==> config.mk <==
export PLATFORM = sky130hd
export DESIGN_NAME = sie_store_exec
export DESIGN_NICKNAME = d
export VERILOG_FILES = /design/src/sie_pkg.sv /design/src/sie_fp_single.sv /design/src/sie_store_exec.sv
export SDC_FILE = /design/constraint.sdc
export NUM_CORES = 1
export LEC_CHECK = 0
export ABC_AREA = 1
export BUFFER_PORTS_ARGS = -buffer_cell sky130_fd_sc_hd__buf_2
export CAP_MARGIN = 20
export CORE_AREA = 5 5 191 193
export DETAILED_ROUTE_END_ITERATION = 8
export DIE_AREA = 0 0 196 198
export PLACE_DENSITY = 0.85
export SETUP_SLACK_MARGIN = 0.05
export SLEW_MARGIN = 0
export SYNTH_ARGS = -nofsm -noshare
export SYNTH_HDL_FRONTEND = slang
export SYNTH_SLANG_ARGS = --single-unit
==> constraint.sdc <==
create_clock -name ref_clk_in -period 4.4 [get_ports ref_clk_in]
set_clock_uncertainty 0.15 [all_clocks]
set_input_delay 0.66 -clock ref_clk_in [delete_from_list [all_inputs] [get_ports ref_clk_in]]
set_output_delay 0.66 -clock ref_clk_in [all_outputs]
set_load 0.005 [all_outputs]
==> src/sie_pkg.sv <==
// sie_pkg: shared constants and carriers for the store instruction executor
// assumes a 64-bit big-endian-numbered instruction set, bit 0 is the msb
package sie_pkg;
   // ----------------------------------------------------------------
   // opcode encodings
   // ----------------------------------------------------------------
   localparam logic [5:0] SIE_OP_EXT     = 6'h1F;  // indexed group, primary 31
   localparam logic [5:0] SIE_OP_DWORD   = 6'h3E;  // dword store family, primary 62
   localparam logic [5:0] SIE_OP_STFD    = 6'h36;
   localparam logic [5:0] SIE_OP_STFDU   = 6'h37;
   localparam logic [5:0] SIE_OP_STFS    = 6'h34;
   localparam logic [5:0] SIE_OP_STFSU   = 6'h35;
   localparam logic [5:0] SIE_OP_STH     = 6'h2C;
   localparam logic [5:0] SIE_OP_STHU    = 6'h2D;
   localparam logic [1:0] SIE_DWSUB_PLAIN = 2'h0;  // dword sub-opcode, plain
   localparam logic [1:0] SIE_DWSUB_UPD   = 2'h1;  // dword sub-opcode, update
   localparam logic [9:0] SIE_XO_STDX    = 10'h095; // 149
   localparam logic [9:0] SIE_XO_STDUX   = 10'h0B5; // 181
   localparam logic [9:0] SIE_XO_STFDX   = 10'h2D7; // 727
   localparam logic [9:0] SIE_XO_STFDUX  = 10'h2F7; // 759
   localparam logic [9:0] SIE_XO_STFSX   = 10'h297; // 663
   localparam logic [9:0] SIE_XO_STFSUX  = 10'h2B7; // 695
   localparam logic [9:0] SIE_XO_STFIWX  = 10'h3D7; // 983
   localparam logic [9:0] SIE_XO_STHBRX  = 10'h396; // 918
   // ----------------------------------------------------------------
   // field positions (lsb-numbered, within the 32-bit word)
   // ----------------------------------------------------------------
   localparam int SIE_POS_OPC = 26;
   localparam int SIE_POS_SRC = 21;
   localparam int SIE_POS_BAS = 16;
   localparam int SIE_POS_IDX = 11;
   localparam int SIE_POS_XO  = 1;
   // ----------------------------------------------------------------
   // byte-enable masks for the access sizes, and reset values
   // ----------------------------------------------------------------
   localparam logic [7:0]  SIE_BE_DW   = 8'hFF;
   localparam logic [7:0]  SIE_BE_W    = 8'h0F;
   localparam logic [7:0]  SIE_BE_H    = 8'h03;
   localparam logic [63:0] SIE_RST_64  = 64'h0;
   localparam logic [4:0]  SIE_RST_REG = 5'h00;
   // ----------------------------------------------------------------
   // carriers
   // ----------------------------------------------------------------
   typedef struct packed {
      logic [63:0] addr;   // effective address
      logic [63:0] data;   // right-aligned store data
      logic [7:0]  be;     // byte enables of the right-aligned data
   } sie_mem_req_s;
   typedef struct packed {
      logic [4:0]  idx;
      logic [63:0] value;
   } sie_wb_s;
endpackage

==> src/sie_fp_single.sv <==
// sie_fp_single: double to single format packing for floating stores
// assumes the source already holds a single-representable value
`timescale 1ns/1ps
module sie_fp_single
   import sie_pkg::*;
(
   input  wire logic [63:0] dbl_in,
   output logic      [31:0] sgl_out
);
   // --------------------------------------------------------------
   // packing
   // --------------------------------------------------------------
   // exponent above the denormal threshold, or zero, keeps bits 0:1 and 5:34;
   // smaller nonzero exponents are denormalised by shifting the implied one in
   logic [10:0] exp_w;
   logic [5:0]  shamt_w;
   logic [31:0] frac_w;
   assign exp_w = dbl_in[62:52];
   always_comb begin
      shamt_w = 6'h00;
      frac_w  = 32'h0;
      if (exp_w > 11'h380 || exp_w == 11'h000) begin
         sgl_out = {dbl_in[63:62], dbl_in[58:29]};   // RULE10
      end else begin
         shamt_w = 6'(11'h381 - exp_w);
         // bit 31 holds the implied one, so the stored fraction starts one below it
         frac_w  = {1'b1, dbl_in[51:21]} >> shamt_w;
         sgl_out = {dbl_in[63], 8'h00, frac_w[30:8]};  // RULE11
      end
   end
endmodule // sie_fp_single

==> src/sie_store_exec.sv <==
// sie_store_exec: decodes and executes a group of store instructions
// assumes register file reads arrive with the instruction, one per cycle
// Behaviour
// RULE1 - dword update store: base plus offset, writeback
// RULE2 - dword update indexed: base plus index, writeback
// RULE3 - dword indexed: zero base field reads zero
// RULE4 - update form with base zero is invalid
// RULE5 - only update forms write base register
// RULE6 - double fp stores write source unchanged
// RULE7 - indexed double fp stores, zero base reads zero
// RULE8 - fp-as-integer word stores low 32 bits raw
// RULE9 - raw word from single-produced source may be undefined
// RULE10 - single fp stores convert and write word
// RULE11 - indexed single fp stores convert, update writes back
// RULE12 - software keeps single stores' source single-format
// RULE13 - halfword stores write low 16 bits
// RULE14 - byte-reversed halfword swaps the two low bytes
// RULE15 - displacement sign-extended to 64 bits
// RULE16 - indexed fields decode at fixed positions
`timescale 1ns/1ps
module sie_store_exec
   import sie_pkg::*;
(
   input  wire logic         ref_clk_in,
   input  wire logic         rst_in,
   input  wire logic         ce_in,
   input  wire logic         insn_valid_in,
   input  wire logic [31:0]  insn_in,
   input  wire logic [63:0]  base_gpr_in,
   input  wire logic [63:0]  index_gpr_in,
   input  wire logic [63:0]  source_gpr_in,
   input  wire logic [63:0]  source_fpr_in,
   output logic              mem_valid_out,
   output sie_mem_req_s      mem_req_out,
   output logic              wb_valid_out,
   output sie_wb_s           wb_out,
   output logic              invalid_form_out,
   output logic              unknown_insn_out
);
   // ----------------------------------------------------------------
   // field extraction
   // ----------------------------------------------------------------
   logic [5:0]  opc_w;
   logic [4:0]  base_fld_w;
   logic [9:0]  xo_w;
   logic [1:0]  dw_sub_w;
   logic [63:0] disp_w;
   logic [63:0] dsoff_w;
   assign opc_w      = insn_in[SIE_POS_OPC +: 6];             // RULE16
   assign base_fld_w = insn_in[SIE_POS_BAS +: 5];             // RULE16
   assign xo_w       = insn_in[SIE_POS_XO +: 10];             // RULE16
   assign dw_sub_w   = insn_in[1:0];
   assign disp_w     = {{48{insn_in[15]}}, insn_in[15:0]};    // RULE15
   assign dsoff_w    = {{48{insn_in[15]}}, insn_in[15:2], 2'b00}; // RULE1

   // single precision packing of the fpr source
   logic [31:0] sgl_w;
   sie_fp_single u_sgl (
      .dbl_in  (source_fpr_in),
      .sgl_out (sgl_w)
   );

   // ----------------------------------------------------------------
   // decode
   // ----------------------------------------------------------------
   // indexed forms need a zero final bit; otherwise treated as unknown
   logic        hit_w, upd_w, idx_w;
   logic [63:0] data_w;
   logic [7:0]  be_w;
   always_comb begin
      hit_w  = 1'b1;
      upd_w  = 1'b0;
      idx_w  = 1'b0;
      data_w = SIE_RST_64;
      be_w   = SIE_BE_DW;
      unique case (opc_w)
         SIE_OP_DWORD: begin
            data_w = source_gpr_in;
            if (dw_sub_w == SIE_DWSUB_UPD) upd_w = 1'b1;        // RULE1
            else if (dw_sub_w != SIE_DWSUB_PLAIN) hit_w = 1'b0;
         end
         SIE_OP_STFD, SIE_OP_STFDU: begin
            data_w = source_fpr_in;                              // RULE6
            upd_w  = (opc_w == SIE_OP_STFDU);
         end
         SIE_OP_STFS, SIE_OP_STFSU: begin
            data_w = {32'h0, sgl_w};                             // RULE10
            be_w   = SIE_BE_W;
            upd_w  = (opc_w == SIE_OP_STFSU);
         end
         SIE_OP_STH, SIE_OP_STHU: begin
            data_w = {48'h0, source_gpr_in[15:0]};               // RULE13
            be_w   = SIE_BE_H;
            upd_w  = (opc_w == SIE_OP_STHU);
         end
         SIE_OP_EXT: begin
            idx_w = 1'b1;
            hit_w = ~insn_in[0];                                 // RULE16
            unique case (xo_w)
               SIE_XO_STDX:   data_w = source_gpr_in;            // RULE3
               SIE_XO_STDUX: begin
                  data_w = source_gpr_in;                        // RULE2
                  upd_w  = 1'b1;
               end
               SIE_XO_STFDX:  data_w = source_fpr_in;            // RULE7
               SIE_XO_STFDUX: begin
                  data_w = source_fpr_in;                        // RULE7
                  upd_w  = 1'b1;
               end
               SIE_XO_STFSX: begin
                  data_w = {32'h0, sgl_w};                       // RULE11
                  be_w   = SIE_BE_W;
               end
               SIE_XO_STFSUX: begin
                  data_w = {32'h0, sgl_w};                       // RULE11
                  be_w   = SIE_BE_W;
                  upd_w  = 1'b1;
               end
               SIE_XO_STFIWX: begin
                  // raw copy: a single-produced source gives an undefined word
                  data_w = {32'h0, source_fpr_in[31:0]};         // RULE8 RULE9
                  be_w   = SIE_BE_W;
               end
               SIE_XO_STHBRX: begin
                  data_w = {48'h0, source_gpr_in[7:0], source_gpr_in[15:8]}; // RULE14
                  be_w   = SIE_BE_H;
               end
               default: hit_w = 1'b0;
            endcase
         end
         default: hit_w = 1'b0;
      endcase
   end

   // ----------------------------------------------------------------
   // effective address
   // ----------------------------------------------------------------
   // base field zero reads as zero for every non-update form
   logic [63:0] base_val_w, offs_w, eff_addr_w;
   logic        bad_form_w;
   assign base_val_w = (base_fld_w == 5'h00 && !upd_w) ? SIE_RST_64 : base_gpr_in; // RULE3 RULE7
   assign offs_w     = idx_w ? index_gpr_in : (opc_w == SIE_OP_DWORD ? dsoff_w : disp_w);
   assign eff_addr_w = base_val_w + offs_w;                      // RULE2 RULE15
   assign bad_form_w = upd_w && (base_fld_w == 5'h00);           // RULE4

   logic go_w;
   assign go_w = ce_in && insn_valid_in;

   // ----------------------------------------------------------------
   // memory request
   // ----------------------------------------------------------------
   // the invalid form still suppresses the store; nothing partial leaks out
   always_ff @(posedge ref_clk_in) begin
      if (rst_in) begin
         mem_valid_out <= 1'b0;
         mem_req_out   <= '0;
      end else if (ce_in) begin
         mem_valid_out <= go_w && hit_w && !bad_form_w;
         mem_req_out   <= '{addr: eff_addr_w, data: data_w, be: be_w};
      end
   end

   // ----------------------------------------------------------------
   // base register writeback
   // ----------------------------------------------------------------
   always_ff @(posedge ref_clk_in) begin
      if (rst_in) begin
         wb_valid_out <= 1'b0;
         wb_out       <= '{idx: SIE_RST_REG, value: SIE_RST_64};
      end else if (ce_in) begin
         wb_valid_out <= go_w && hit_w && upd_w && !bad_form_w;  // RULE5 RULE4
         wb_out       <= '{idx: base_fld_w, value: eff_addr_w};  // RULE5
      end
   end

   // ----------------------------------------------------------------
   // error flags
   // ----------------------------------------------------------------
   always_ff @(posedge ref_clk_in) begin
      if (rst_in) begin
         invalid_form_out <= 1'b0;
         unknown_insn_out <= 1'b0;
      end else if (ce_in) begin
         invalid_form_out <= go_w && hit_w && bad_form_w;        // RULE4
         unknown_insn_out <= go_w && !hit_w;
      end
   end

   // ----------------------------------------------------------------
   // checks
   // ----------------------------------------------------------------
   wb_needs_store_a: assert property (@(posedge ref_clk_in) disable iff (rst_in)
      wb_valid_out |-> mem_valid_out && mem_req_out.addr == wb_out.value) // RULE5
      else $error("writeback without matching store");
   wb_nonzero_a: assert property (@(posedge ref_clk_in) disable iff (rst_in)
      wb_valid_out |-> wb_out.idx != 5'h00)                              // RULE4
      else $error("writeback to base zero");
   bad_no_store_a: assert property (@(posedge ref_clk_in) disable iff (rst_in)
      invalid_form_out |-> !mem_valid_out && !wb_valid_out)              // RULE4
      else $error("invalid form performed access");
   dw_update_a: assert property (@(posedge ref_clk_in) disable iff (rst_in)
      (ce_in && insn_valid_in && opc_w == SIE_OP_DWORD && dw_sub_w == SIE_DWSUB_UPD
       && base_fld_w != 5'h00) |=> wb_valid_out && mem_req_out.be == SIE_BE_DW) // RULE1
      else $error("dword update missed writeback");
   dx_no_wb_a: assert property (@(posedge ref_clk_in) disable iff (rst_in)
      (ce_in && insn_valid_in && opc_w == SIE_OP_EXT && xo_w == SIE_XO_STDX && !insn_in[0])
      |=> mem_valid_out && !wb_valid_out)                                 // RULE3
      else $error("dword indexed misbehaved");
   dux_addr_a: assert property (@(posedge ref_clk_in) disable iff (rst_in)
      (ce_in && insn_valid_in && opc_w == SIE_OP_EXT && xo_w == SIE_XO_STDUX
       && base_fld_w != 5'h00 && !insn_in[0])
      |=> wb_valid_out && wb_out.value == $past(base_gpr_in) + $past(index_gpr_in)) // RULE2
      else $error("dword update indexed address wrong");
   hbr_swap_a: assert property (@(posedge ref_clk_in) disable iff (rst_in)
      (ce_in && insn_valid_in && opc_w == SIE_OP_EXT && xo_w == SIE_XO_STHBRX && !insn_in[0])
      |=> mem_req_out.data[15:0] == {$past(source_gpr_in[7:0]), $past(source_gpr_in[15:8])}) // RULE14
      else $error("halfword reverse wrong");
   fiw_raw_a: assert property (@(posedge ref_clk_in) disable iff (rst_in)
      (ce_in && insn_valid_in && opc_w == SIE_OP_EXT && xo_w == SIE_XO_STFIWX && !insn_in[0])
      |=> mem_req_out.data[31:0] == $past(source_fpr_in[31:0]) && mem_req_out.be == SIE_BE_W) // RULE8
      else $error("fp as integer word not raw");
   freeze_a: assert property (@(posedge ref_clk_in) disable iff (rst_in)
      !ce_in |=> $stable(mem_valid_out) && $stable(wb_valid_out))
      else $error("state moved while disabled");
endmodule // sie_store_exec

==> impl_metrics.ini, run 1 <==
[grt]
grt_pass1_vias = 18812
grt_max_degree = 79
grt_pass1_wl_mm = 103.9
antenna_found_initial = 10
grt.total_usage_pct = 33.86
grt.overflow.total = 0

[finish]
area_growth_pct = 18.87
drive_gt1_share_pct = 18.12
regArea_um2 = 2803
final_cell_mix = nand2_1, buf_2, inv_1
final_nets = 3723
fin_util_pct = 55.28
final_common_cell = nand2_1
fill_cells = 3641
multi_input_area_um2 = 10280

[worst_setup_path]
critPathSlowestCell = fa_1
slowest_delay_ns = 0.46
end_kind = flop
critPathArrivalTime_ns = 3.97
worstPathRequired_ns = 4.60
startpoint_type = input port
crit_top_cell = nand2_1
path_delay_family = simple AND/OR/NAND/NOR gates
crit_buf_inv = 5
crit_fanout = 49
path_class = input port to flop

[sta]
finalHoldViolCount = 0
tns_ns = 0
min_period_over_period_pct = 85.71
rsz0062_at_grt = false
timing.fmax_ghz = 0.2652
slew-limit-headroom_pct = 35.81
drv_slew = 0
timing_worst_slew_pin_value_ns = 0.9629
setup_viol = 0
fin_crit_ns = 3.771

[clock_tree]
clock-sinks = 140
clockBufferDepth = 2
htreeDepth = 4
clock_latency_ns = 0.45
cts_resized = 0
cts-buffers-inserted = 17
clkTransAtPathRegs_ns = 0.06
post_cts_buffers = 0
postCtsHoldBufs = 0
root_buffer = clkbuf_16
cts_tree = yes

[yosys]
synthAdderAreaFrac_pct = 5.135
synth-seq-cells = 140
synth_warnings = 0
yosys_most_used_dff = dfxtp_1
synth-simple-area-share_pct = 41.32
synth_cell_types = 49
synth_compound_area_share_pct = 16.19
synth_edf_count = 0
synth_nets = 3353
yosys.area.top_type = nand2_1
syn_avg_cell_area_um2 = 5.336
yosysTopAreaCellShare_pct = 22.61
synth_mux_area_share_pct = 0
synth.area.top_cells = nand2_1, dfxtp_1, inv_1
synth_xor_area_share_pct = 1.589
synthCells = 2996
synth_top_family_by_area = simple AND/OR/NAND/NOR gates
ys_seq_area_share_pct = 17.53
postSynth.asyncResetShare_pct = 0
syn_area_um2 = 15990

[floorplan]
die_h_um = 198
rows = 68
core_area_um2 = 34370
die_width_um = 196
start_util_pct = 46.51
pin_count = 501
dieArea_um2 = 38810

[detailed_routing]
first_pass_iters = 7
num_vias = 20508
wl_per_cell_um = 18.07
drtAntennaViolNets = 0
drt_wl_total_mm = 69.41
drc = 0
drt-initial-drc-count = 2103
avgViaCountPerCell = 5.339

[pwr]
p_int_uw = 2866
leakage_uw = 0.01111
p_switching_uw = 1809
pwr-share-seq_pct = 30.1
ir_drop_mv = 0.2730
netSwitchingFraction_pct = 38.69
clkPwrFrac_pct = 33.2
pwr_density_cell_nw_per_um2 = 246.0
power.share.combinational_pct = 36.7

[min_path]
hold_path.class = flop to flop

[status]
status = completed

[placement]
gp_congestion = 1.068
dp_hpwl_mm = 55.80
io_buffers = 495

[job]
max_cap_viol_count = 0
[worst reg2reg max path, cell delays in order, from the launching register on]
cell and delay, ns:
dfxtp_1 0.36, nor2_1 0.06, nor2_1 0.13, o21ai_0 0.12, inv_1 0.10
[layout make-up]
cell class / count / area share (%)
multi-input combinational: 2171 / 54.11
timing repair buffer: 543 / 15.11
sequential: 140 / 14.75
inverter: 493 / 9.771
tap: 455 / 2.996
clock buffer: 21 / 2.423
clock inverter: 9 / 0.7243
antenna: 9 / 0.1185
[state kept, by name, indices dropped and copies added (netlist names)]
name	count
invalid_form_out	1
mem_req_out	67
mem_valid_out	1
unknown_insn_out	1
wb_out	69
wb_valid_out	1
[synthesized netlist by cell type, drive strengths merged, types with 7 or more instances]
library cell and count:
nand4 27, o21bai 11, nand3b 17, nor2 329
o21ai 193, nand2 968, a21oi 176, clkbuf 76
inv 490, xor2 28, o22ai 50, nor3 14
nor4 7, nand3 243, ha 64, o211ai 14
dfxtp 140, buf 116
[power groups by stage]
| stage | clock [uW] | sequential [uW] | combinational (uW) |
|---|---|---|---|
| 2_1_floorplan | 0 | 1420 | 1070 |
| 3_3_place_gp | 0 | 1430 | 1670 |
| 3_5_place_dp | 0 | 1440 | 1670 |
| 4_1_cts | 1550 | 1410 | 1680 |
| 5_1_grt | 1600 | 1420 | 1890 |
| 6_report | 1550 | 1410 | 1710 |
[through the flow]
stage | hold WS [ns] | setup WS, ns | total power (uW) | cells | cell area [um2]
CTS | 0.3065 | 0.7048 | 4648 | 3832 | 18980
detailed placement | 0.3027 | 0.2607 | 3108 | 3802 | 18380
global placement | 0.2993 | 0.2756 | 3101 | 3802 | 18380
global route | 0.3193 | 0.3118 | 4913 | 3841 | 19000
finish | 0.3120 | 0.6289 | 4674 | 3841 | 19000
floorplan | 0.3118 | 0.8741 | 2495 | 2996 | 15990
[cell families (layout without fill, tap and decap cells)]
logic type,Yosys count,count (layout)
buf+inv,685,1066
other cells,0,9
flops,140,140
xor+xnor,29,29
fa+ha+maj,65,65
compound gates,468,468
simple gates,1609,1609
[path summary, 6_finish.rpt]
path / slack, ns / endpoint / from / cells past startpoint
worst max-delay path: 0.63 / wb_out[34]$_SDFFE_PP0P_ / insn_in[0] / 25
worst min-delay path: 0.31 / mem_req_out[51]$_SDFFE_PP0P_ / mem_req_out[51]$_SDFFE_PP0P_ / 2
worst max register to register: 3.42 / wb_out[22]$_SDFFE_PP0P_ / wb_out[22]$_SDFFE_PP0P_ / 4
worst min register to register: 0.31 / mem_req_out[51]$_SDFFE_PP0P_ / mem_req_out[51]$_SDFFE_PP0P_ / 2
[layer usage]
metal  GRT usage, %  share of wire (%)
met1          43.61                 40
met2          55.26                 44
met5              0              0.027
met4          15.15                4.8
met3          6.449                 10
No activity file was read; power rests on OpenSTA's default activity.
==> inputs of run 2 (changes only) <==
Settings changed: CORE_AREA 5 5 191 193 to 4 4 195 197, DIE_AREA 0 0 196 198 to 0 0 199 201, PLACE_DENSITY 0.85 to 0.81.
==> impl_metrics.ini, run 2 (synthesis results as in run 1) <==
[status]
status = completed

[sta]
slew-limit-headroom_pct = 43.69
setup_ws_ns = 0.5954
timing_worst_slew_pin_value_ns = 0.8446
drv_slew = 0
finalHoldViolCount = 0
whs_ns = 0.3124
timing.fmax_ghz = 0.2628
min_period_over_period_pct = 86.47
setup_viol = 0
tns_ns = 0
fin_crit_ns = 3.805
rsz0062_at_grt = false

[worst_setup_path]
worstPathRequired_ns = 4.60
startpoint_type = input port
end_kind = flop
r2r_start = mem_req_out[6]$_SDFFE_PP0P_
ff2ff_setup_slack_ns = 3.43
path_class = input port to flop
ff2ff_path_depth = 2
r2r-end = mem_req_out[6]$_SDFFE_PP0P_
critPathArrivalTime_ns = 4.00
crit_fanout = 32

[finish]
largest_reg_flops = 69
reg_top3 = wb_out (69), mem_req_out (67)
final_cell_mix = nand2_1, buf_2, inv_1
final_common_cell = nand2_1
fill_cells = 3966
final_nets = 3730
regMostFlops = wb_out
area_growth_pct = 19.36
drive_gt1_share_pct = 18.35

[detailed_routing]
drc = 0
avgViaCountPerCell = 5.296
drt-initial-drc-count = 2189
first_pass_iters = 6
num_vias = 20422
drt_wl_total_mm = 69.09
wl_per_cell_um = 17.92
drtAntennaViolNets = 0

[floorplan]
core_area_um2 = 36260
die_width_um = 199
die_h_um = 201
rows = 70
pin_count = 501
start_util_pct = 44.09
dieArea_um2 = 40000

[clock_tree]
postCtsHoldBufs = 0
cts_tree = yes
cts_resized = 0
clkTransAtPathRegs_ns = 0.06
cts-buffers-inserted = 17
clock_latency_ns = 0.44
clock-sinks = 140
root_buffer = clkbuf_16
htreeDepth = 4
clockBufferDepth = 2
post_cts_buffers = 0

[pwr]
leakage_uw = 0.01115
pwr_density_cell_nw_per_um2 = 244.4
ir_drop_mv = 0.3008

[min_path]
whs_path_depth = 2
hp-start = mem_req_out[24]$_SDFFE_PP0P_
holdPathEnd = mem_req_out[24]$_SDFFE_PP0P_
hold_path.class = flop to flop

[grt]
antenna_found_initial = 4
grt_max_degree = 65
grt_pass1_wl_mm = 103.3
grt_pass1_vias = 18310
grt.total_usage_pct = 32.95
grt.overflow.total = 0

[job]
max_cap_viol_count = 0

[placement]
gp_congestion = 1.010
dp_hpwl_mm = 55.76
dp_worst_setup_slack_ns = 0.2199
io_buffers = 495
-- run 2: cell count changes in the layout (fill, tap and decap cells not counted), sizes merged --
cell	previous run	this run
clkbuf	21	17
clkinv	7	8
buf	543	550
diode	9	4
clkinvlp	1	3
inv	491	492
-- run 2: layout make-up --
cell class,instances,area (um2),area share (%)
Clock buffer,17,425.4,2.230
Inverter,493,1857,9.732
Tap cell,468,585.6,3.069
Clock inverter,13,168.9,0.8853
Timing Repair Buffer,550,2949,15.46
Antenna cell,4,10.01,0.05246
Sequential cell,140,2803,14.69
Multi-Input combinational cell,2171,10280,53.89
-- run 2: where the power goes --
group / switching, uW / internal, uW / total, uW
registers: 70.7 / 1340 / 1410
logic: 1110 / 614 / 1720
clock network: 638 / 891 / 1530
-- run 2: worst max-delay path, cell delays in order --
cell and delay (ns):
buf_2 0.10, nand2_1 0.12, nor3_1 0.20, nand3_2 0.27, inv_2 0.14, nand2_1 0.13
nand3_2 0.18, buf_12 0.21, nand2_1 0.07, inv_1 0.06, ha_1 0.27, a21oi_1 0.16
nand2_1 0.14, nand2_1 0.09, nand2_1 0.12, nand2_1 0.09, nand2_1 0.16, nand2_1 0.11
nand2_1 0.14, nand2_1 0.20, nand2_1 0.08, nand2_1 0.06, nand3_1 0.07, nand2_1 0.09
inv_1 0.04
-- run 2: how the worst max path moves through the flow --
| stage | slack, ns | endpoint | start |
|---|---|---|---|
| floorplan | 0.87 | wb_out[58]$_SDFFE_PP0P_ | insn_in[29] |
| global placement | 0.26 | wb_out[57]$_SDFFE_PP0P_ | insn_in[29] |
| detailed placement | 0.22 | wb_out[58]$_SDFFE_PP0P_ | insn_in[29] |
| CTS | 0.68 | wb_out[58]$_SDFFE_PP0P_ | insn_in[29] |
| global route | 0.28 | wb_out[57]$_SDFFE_PP0P_ | insn_in[29] |
| finish | 0.60 | wb_out[58]$_SDFFE_PP0P_ | insn_in[29] |
-- run 2: routing by layer --
layer  wire length, um  global-route usage [%]  part of all wire (%)
met2             30190                   51.80                    44
met3              6860                   6.344                   9.9
met1             28740                   44.23                    42
met5                13                       0                 0.019
met4              3290                   13.46                   4.8
-- run 2: metrics by stage --
step	std cells	power [uW]	util [%]	cell area, um2
2_1_floorplan	2996	2495	-	15990
3_3_place_gp	3822	3116	50.95	18480
3_5_place_dp	3822	3123	50.95	18480
4_1_cts	3852	4648	52.59	19070
5_1_grt	3855	4922	52.61	19080
6_report	3856	4662	52.62	19080
